[src/pulse_timer_pkg.sv]
/*
 * Package for the pulse-output timer: register offsets, field positions,
 * reset values, mode and source encodings, and the bus request carrier.
 * Assumes a single 250 MHz system clock domain.
 */
package pulse_timer_pkg;

    // Register word offsets (byte addresses, one aligned word each).
    localparam logic [3:0] OFF_PRESCALER = 4'h0;
    localparam logic [3:0] OFF_PERIOD = 4'h4;
    localparam logic [3:0] OFF_PIN_IO = 4'h8;
    localparam logic [3:0] OFF_MODE = 4'hc;
    localparam logic [3:0] OFF_RUN = 4'h0 + 4'h0 + 4'h0 + 4'h0;
    localparam logic [4:0] OFF_RUN_BYTE = 5'h10;

    // Pin I/O control fields.
    localparam int PIO_POLARITY = 0;
    localparam int PIO_OUT_CTRL = 1;
    localparam int PIO_INV_ENA = 2;

    // Mode register fields.
    localparam int MODE_LSB = 0;
    localparam int SRC_LSB = 4;
    localparam int SRC_GATE_OFF = 7;
    localparam logic [2:0] MODE_PULSE = 3'h1;
    localparam logic [2:0] SRC_DIV8 = 3'h1;

    // Run control fields.
    localparam int RUN_BIT = 0;
    localparam int FLAG_BIT = 1;

    // Reset values.
    localparam logic [7:0] RST_PRESCALER = 8'hff;
    localparam logic [7:0] RST_PERIOD = 8'hff;
    localparam logic [7:0] RST_PIN_IO = 8'h00;
    localparam logic [7:0] RST_MODE = 8'h00;
    localparam logic [7:0] RST_RUN = 8'h00;

    // Count source divide ratio and derived last divider count.
    localparam int SRC_DIV = 8;
    localparam logic [2:0] SRC_DIV_LAST = 3'(SRC_DIV - 1);

    // One Avalon-MM request as seen by the slave.
    typedef struct packed {
        logic [4:0] address;
        logic read;
        logic write;
        logic [31:0] writedata;
    } bus_req_s;

endpackage

[src/clock_div_by_eight.sv]
/*
 * Count source generator: a one-cycle tick every eighth system clock.
 * Assumes a synchronous active-high reset and a free-running clock.
 */
`timescale 1ns/1ns
module clock_div_by_eight
    import pulse_timer_pkg::*;
(
    input wire logic clk_sys, // System clock.
    input wire logic sys_rst, // Synchronous reset, active high.
    input wire logic enable, // Divider runs only while high.
    output logic tick // One-cycle count source pulse.
);
    import pulse_timer_pkg::*;

    typedef struct packed {
        logic [2:0] div;
        logic tick;
    } div_state_s;

    div_state_s state_r;
    div_state_s state_nxt;

    // Restarting from zero on enable keeps the first period a full eight.
    always_comb begin
        state_nxt = state_r;
        state_nxt.tick = 1'b0;
        if (!enable) begin
            state_nxt.div = 3'h0;
        end else if (state_r.div == SRC_DIV_LAST) begin
            state_nxt.div = 3'h0;
            state_nxt.tick = 1'b1;
        end else begin
            state_nxt.div = state_r.div + 3'h1;
        end
    end

    // Registered state.
    always_ff @(posedge clk_sys) begin
        if (sys_rst) begin
            state_r <= '0;
        end else begin
            state_r <= state_nxt;
        end
    end

    assign tick = state_r.tick;
endmodule

[src/timer_pulse_output_mode.sv]
/*
 * Pulse-output timer: eight-bit prescaler cascaded into an eight-bit
 * period counter, toggling a square-wave pin on each period underflow.
 * Registers sit behind an Avalon-MM slave with waitrequest; the slave
 * answers every access one cycle after it is presented.
 * Assumes one system clock and a synchronous active-high reset.
 */
// Function
// - An eight-bit writable prescaler counts down on the count source and takes any load value.
// - An eight-bit period counter decrements once per prescaler underflow.
// - With polarity 0 the primary output starts high when counting starts.
// - With output control 0 the primary pin drives the pulse waveform.
// - With inverted output enable 1 the second pin drives the inverse of the primary output.
// - Mode field value 001 selects pulse output mode.
// - Source field value 001 selects the system clock divided by eight.
// - Source gate off 0 supplies the count source, 1 cuts it off.
// - Writing 1 to the run bit starts counting and writing 0 stops it.
// - The read-only counting flag follows the run bit one clock later.
`timescale 1ns/1ns
module timer_pulse_output_mode
    import pulse_timer_pkg::*;
(
    input wire logic clk_sys, // System clock, 250 MHz.
    input wire logic sys_rst, // Synchronous reset, active high.
    input wire logic [4:0] avsAddress, // Byte address of the register.
    input wire logic avsRead, // Read request.
    input wire logic avsWrite, // Write request.
    input wire logic [31:0] avsWritedata, // Write data.
    input wire logic [3:0] avsByteenable, // Byte enables, lane 0 used.
    output logic [31:0] avsReaddata, // Read data, valid with answer.
    output logic avsWaitrequest, // High until the access is taken.
    output logic primaryPulseOut, // Primary pulse pin level.
    output logic primaryPulseOe_n, // Primary pin enable, low drives.
    output logic invertedPulseOut, // Inverted pulse pin level.
    output logic invertedPulseOe_n, // Inverted pin enable, low drives.
    output logic underflowEvent // One-cycle pulse per period underflow.
);
    import pulse_timer_pkg::*;

    typedef struct packed {
        logic [7:0] prescalerReload;
        logic [7:0] periodReload;
        logic [7:0] prescalerCount;
        logic [7:0] periodCount;
        logic [7:0] pinIoControl;
        logic [7:0] modeRegister;
        logic runBit;
        logic countingFlag;
        logic pulseLevel;
        logic ack;
        logic [31:0] readdata;
        logic primaryOut;
        logic primaryOe_n;
        logic invertedOut;
        logic invertedOe_n;
        logic event_;
    } timer_state_s;

    timer_state_s state_r;
    timer_state_s state_nxt;
    bus_req_s req;
    logic srcTick;
    logic srcEnable;
    logic pulseMode;
    logic wrHit;
    logic [7:0] wrByte;

    // Reads back a register image; unmapped addresses read as zero.
    function automatic logic [7:0] readMux(input timer_state_s s,
                                           input logic [4:0] addr);
        logic [7:0] v;
        v = 8'h00;
        case (addr)
            {1'b0, OFF_PRESCALER}: v = s.prescalerCount;
            {1'b0, OFF_PERIOD}: v = s.periodCount;
            {1'b0, OFF_PIN_IO}: v = s.pinIoControl;
            {1'b0, OFF_MODE}: v = s.modeRegister;
            OFF_RUN_BYTE: begin
                v[RUN_BIT] = s.runBit;
                v[FLAG_BIT] = s.countingFlag;
            end
            default: v = 8'h00;
        endcase
        return v;
    endfunction

    assign req = '{address: avsAddress, read: avsRead, write: avsWrite,
                   writedata: avsWritedata};
    // Only the low byte lane carries register bits.
    assign wrHit = req.write && !state_r.ack && avsByteenable[0];
    assign wrByte = req.writedata[7:0];
    assign pulseMode = state_r.modeRegister[MODE_LSB +: 3] == MODE_PULSE;
    // The source runs only when selected, not cut off, and counting.
    assign srcEnable = state_r.countingFlag && pulseMode
        && state_r.modeRegister[SRC_LSB +: 3] == SRC_DIV8
        && !state_r.modeRegister[SRC_GATE_OFF];

    clock_div_by_eight u_div (
        .clk_sys(clk_sys),
        .sys_rst(sys_rst),
        .enable(srcEnable),
        .tick(srcTick)
    );

    // Next-state logic for bus slave, registers, counters and pins.
    always_comb begin
        state_nxt = state_r;
        state_nxt.event_ = 1'b0;
        // Every access is answered one cycle after it appears.
        state_nxt.ack = (req.read || req.write) && !state_r.ack;
        if (req.read && !state_r.ack) begin
            state_nxt.readdata = {24'h0, readMux(state_r, req.address)};
        end
        // The flag lags the run bit by one clock so software can poll it.
        state_nxt.countingFlag = state_r.runBit;
        if (!state_r.countingFlag && state_r.runBit) begin
            state_nxt.pulseLevel = !state_r.pinIoControl[PIO_POLARITY];
        end
        // Counting: the prescaler underflow steps the period counter.
        if (srcTick) begin
            if (state_r.prescalerCount == 8'h00) begin
                state_nxt.prescalerCount = state_r.prescalerReload;
                if (state_r.periodCount == 8'h00) begin
                    state_nxt.periodCount = state_r.periodReload;
                    state_nxt.pulseLevel = !state_r.pulseLevel;
                    state_nxt.event_ = 1'b1;
                end else begin
                    state_nxt.periodCount = state_r.periodCount - 8'h01;
                end
            end else begin
                state_nxt.prescalerCount = state_r.prescalerCount - 8'h01;
            end
        end
        // Register writes; a counter write loads both reload and count.
        if (wrHit) begin
            case (req.address)
                {1'b0, OFF_PRESCALER}: begin
                    state_nxt.prescalerReload = wrByte;
                    state_nxt.prescalerCount = wrByte;
                end
                {1'b0, OFF_PERIOD}: begin
                    state_nxt.periodReload = wrByte;
                    state_nxt.periodCount = wrByte;
                end
                {1'b0, OFF_PIN_IO}: state_nxt.pinIoControl = wrByte;
                {1'b0, OFF_MODE}: state_nxt.modeRegister = wrByte;
                OFF_RUN_BYTE: state_nxt.runBit = wrByte[RUN_BIT];
                default: state_nxt.runBit = state_r.runBit;
            endcase
        end
        // Pins: outputs enabled only in pulse mode, with enables low-true.
        state_nxt.primaryOut = state_nxt.pulseLevel;
        state_nxt.primaryOe_n = !(pulseMode
            && !state_r.pinIoControl[PIO_OUT_CTRL]);
        state_nxt.invertedOut = !state_nxt.pulseLevel;
        state_nxt.invertedOe_n = !(pulseMode
            && state_r.pinIoControl[PIO_INV_ENA]);
    end

    // Single register for all state.
    always_ff @(posedge clk_sys) begin
        if (sys_rst) begin
            state_r <= '0;
            state_r.prescalerReload <= RST_PRESCALER;
            state_r.prescalerCount <= RST_PRESCALER;
            state_r.periodReload <= RST_PERIOD;
            state_r.periodCount <= RST_PERIOD;
            state_r.pinIoControl <= RST_PIN_IO;
            state_r.modeRegister <= RST_MODE;
            state_r.runBit <= RST_RUN[RUN_BIT];
            state_r.primaryOe_n <= 1'b1;
            state_r.invertedOe_n <= 1'b1;
        end else begin
            state_r <= state_nxt;
        end
    end

    // Waitrequest is the inverse of the registered acknowledge.
    assign avsWaitrequest = !state_r.ack;
    assign avsReaddata = state_r.readdata;
    assign primaryPulseOut = state_r.primaryOut;
    assign primaryPulseOe_n = state_r.primaryOe_n;
    assign invertedPulseOut = state_r.invertedOut;
    assign invertedPulseOe_n = state_r.invertedOe_n;
    assign underflowEvent = state_r.event_;
endmodule

[config.mk]
export PLATFORM = sky130hd
export DESIGN_NAME = timer_pulse_output_mode
export DESIGN_NICKNAME = d
export VERILOG_FILES = /design/src/pulse_timer_pkg.sv /design/src/clock_div_by_eight.sv /design/src/timer_pulse_output_mode.sv
export SDC_FILE = /design/constraint.sdc
export NUM_CORES = 1
export LEC_CHECK = 0
export BUFFER_PORTS_ARGS = -buffer_cell sky130_fd_sc_hd__buf_2
export CAP_MARGIN = 20
export CORE_AREA = 2 2 82 84
export CTS_CLUSTER_DIAMETER = 60
export CTS_CLUSTER_SIZE = 28
export DETAILED_ROUTE_END_ITERATION = 12
export DIE_AREA = 0 0 84 86
export HOLD_SLACK_MARGIN = 0.03
export PLACE_DENSITY = 0.85
export SLEW_MARGIN = 15
export SYNTH_ARGS = -nofsm -noshare
export SYNTH_HDL_FRONTEND = slang
export SYNTH_HIERARCHICAL = 1
export SYNTH_SLANG_ARGS = --single-unit
[constraint.sdc]
create_clock -name clk_sys -period 5 [get_ports clk_sys]
set_clock_uncertainty 0.2 [all_clocks]
set_input_delay 0.75 -clock clk_sys [delete_from_list [all_inputs] [get_ports clk_sys]]
set_output_delay 0.75 -clock clk_sys [all_outputs]
set_load 0.03 [all_outputs]
==> out/results.tsv <==
metric	value	unit
status	finished clean	
setup-tns-final	0	ps
maxCapViolations	0	
timing.final.setup_violations	0	
hold_buffers	0	
port_buffers	31	
postSynthCellCount	422	
r2r_slack	2580	ps
dp_hpwl	6.17	mm
crit-reg2reg-launch	state_r[65]$_SDFF_PP1_	
grt_setup_unrepaired	false	
setup.worst_path.start_class	input pin	
die_w	84	um
cts-buffers-inserted	9	
cts-resized-gates	0	
max_clock_freq	0.393	GHz
post-synth-top-area-cell	sky130_fd_sc_hd__dfxtp_1	
grt_start_max_net_pins	46	
tritoncts	done	
worst_pin_slew	850	ps
route.final.wire_length	8.57	mm
timing.hold.worst_endpoint	avsReaddata[4]$_SDFFE_PP0P_	
worstPathRequired	5010	ps
vias_per_cell	6.14	
crit_path_max_fanout	16	
clk-insertion-delay-late	360	ps
cts-htree-levels	3	
i_o_pins	83	
hp-start	avsReaddata[4]$_SDFFE_PP0P_	
synth.yosys.warnings	6	
maxSlewHeadroom	0.433	
placement_rows	29	
mostFrequentLayoutCells	sky130_fd_sc_hd__dfxtp_1, sky130_fd_sc_hd__nand2_1, sky130_fd_sc_hd__nor2_1, sky130_fd_sc_hd__buf_2, sky130_fd_sc_hd__a21oi_1	
num_antenna_cells	0	
most_frequent_standard_cell_in_the_layout_excluding_fill_and_tap_cells	sky130_fd_sc_hd__dfxtp_1	
post_synthesis_sequential_area_ratio	0.379	
timing.reg2reg.worst_path_depth	6	
synthesis.area	0.00359	mm2
synth.distinct_cells	65	
place_congestion	0.912	
cts_setup_buffers	0	
final-max-slew-violation-count	0	
synth_area_leaders	sky130_fd_sc_hd__dfxtp_1, sky130_fd_sc_hd__buf_4, sky130_fd_sc_hd__nand2_1, sky130_fd_sc_hd__mux2i_1, sky130_fd_sc_hd__a21oi_1	
area.growth.synth_to_final	5.44	%
clockBufferDepth	2	
track_usage	0.250	
fill_cells	553	
drt_first_pass_iters	8	
routedWlPerCell	16.6	um
critical_path.endpoint_type	flop	
starting_density	0.572	
r2r_end	state_r[63]$_SDFF_PP1_	
die-height	86	um
synth_seq_cells	68	
worst_hold_path_type	reg -> reg	
synth_enable_flop_cells	0	
finalHoldViolCount	0	
wire_length_of_the_first_global_routing_pass	14.3	mm
clock_tree.root_cell	sky130_fd_sc_hd__clkbuf_8	
hold-path-cell-count	2	
fp.coreArea	0.00628	mm2
initial_drc_count	457	
number_of_global_route_vias_before_repair	2953	
num-nets-final	483	
ratio_of_cells_with_drive_above_1_in_the_final_layout	0.167	
clk_transition_reported_paths	70	ps
max-vdd-ir-drop	0.000238	V
syn-mean-instance-area	8.50	um2
route.antenna.remaining_nets	0	
final.period_utilization	0.509	
setup.worst_path.class	in -> reg	
power_leakage	1.60	nW
fp.dieArea	0.00722	mm2
antenna_found_initial	0	
async_sr_flop_fraction	0	
power-per-cell-area	290	mW/mm2
drcViolationCount	0	
critical_path_arrival	2560	ps
synthDominantCellAreaShare	0.379	
route.vias.total	3163	
whs	246	ps
grt_remaining_overflow	0	
primary_ff_master_synth	sky130_fd_sc_hd__dfxtp_1	
numClockSinks	68	
finalCriticalPeriod	2550	ps
state kept, by name, indices dropped and copies added (netlist names):
name / count
state_r: 50
invertedPulseOut: 1
primaryPulseOe_n: 1
u_div/tick: 1
underflowEvent: 1
invertedPulseOe_n: 1
state_nxt: 1
u_div/state_r: 3
primaryPulseOut: 1
avsReaddata: 8
metal layers:
layer | vias to the layer above | global-route usage | share of wire
met5 | - | 0 | 0
met4 | 0 | 0.0836 | 0.024
met3 | 31 | 0.0654 | 0.086
li1 | 1493 | - | -
met1 | 1469 | 0.330 | 0.42
met2 | 170 | 0.403 | 0.47
metrics by stage:
step	setup WS, ps	std cells	cell area [um2]	utilization	power, W
final	2450	515	3780	0.603	0.00110
after global placement	2120	499	3580	0.571	0.000647
after global routing	2350	515	3780	0.603	0.00114
after detailed placement	2090	499	3580	0.571	0.000648
after floorplan	2590	445	3670	-	0.000640
after CTS	2460	515	3780	0.603	0.00110
power breakdown:
group | leakage (nW) | switching (W) | internal [W]
combinational | 0.952 | 0.0000665 | 0.0000202
clock | 0.0958 | 0.000225 | 0.000232
sequential | 0.550 | 0.00000504 | 0.000546
cells in the mapped netlist (all sizes together), types with 4 or more instances:
cell / number
a21oi: 25
a222oi: 7
a31oi: 5
buf: 43
clkbuf: 12
dfxtp: 68
ha: 5
inv: 11
mux2: 8
mux2i: 15
nand2: 48
nand2b: 4
nand3: 21
nand3b: 4
nor2: 33
nor3: 17
nor4: 7
nor4b: 7
o21ai: 24
o31ai: 7
or3: 6
area by class of cell:
cell class,instances,area [um2],share of cell area
clock inverter,7,76.3,0.0202
clock buffer,9,124,0.0327
sequential,68,1360,0.360
tap,77,96.3,0.0255
timing repair buffer,32,163,0.0430
inverter,11,41.3,0.0109
multi-input combinational,311,1920,0.508
worst max-delay path by stage:
| stage | start | endpoint | slack (ps) | depth (start not counted) |
|---|---|---|---|---|
| 2_1_floorplan | avsAddress[3] | state_r[69]$_SDFF_PP1_ | 2590 | 6 |
| 3_3_place_gp | avsAddress[2] | state_r[66]$_SDFF_PP1_ | 2120 | 5 |
| 3_5_place_dp | avsAddress[2] | state_r[66]$_SDFF_PP1_ | 2090 | 5 |
| 4_1_cts | avsAddress[2] | state_r[66]$_SDFF_PP1_ | 2460 | 5 |
| 5_1_grt | avsAddress[2] | state_r[66]$_SDFF_PP1_ | 2350 | 5 |
| 6_report | avsAddress[2] | state_r[66]$_SDFF_PP1_ | 2450 | 5 |
logic make-up after synthesis:
family	synth area share
and+or+nand+nor	0.270
AOI/OAI and AO/OA	0.151
DFF	0.379
buffers and inverters	0.109
muxes	0.0669
adders and majority gates	0.0174
xor gates and xnor gates	0.00488
other	0.00105
critical path, stage by stage:
cell and delay [ps]:
sky130_fd_sc_hd__buf_2 200, sky130_fd_sc_hd__or4_1 570, sky130_fd_sc_hd__or3_1 640, sky130_fd_sc_hd__nor2_1 250
sky130_fd_sc_hd__o221ai_1 140
Power figures use the tool's default switching activity.
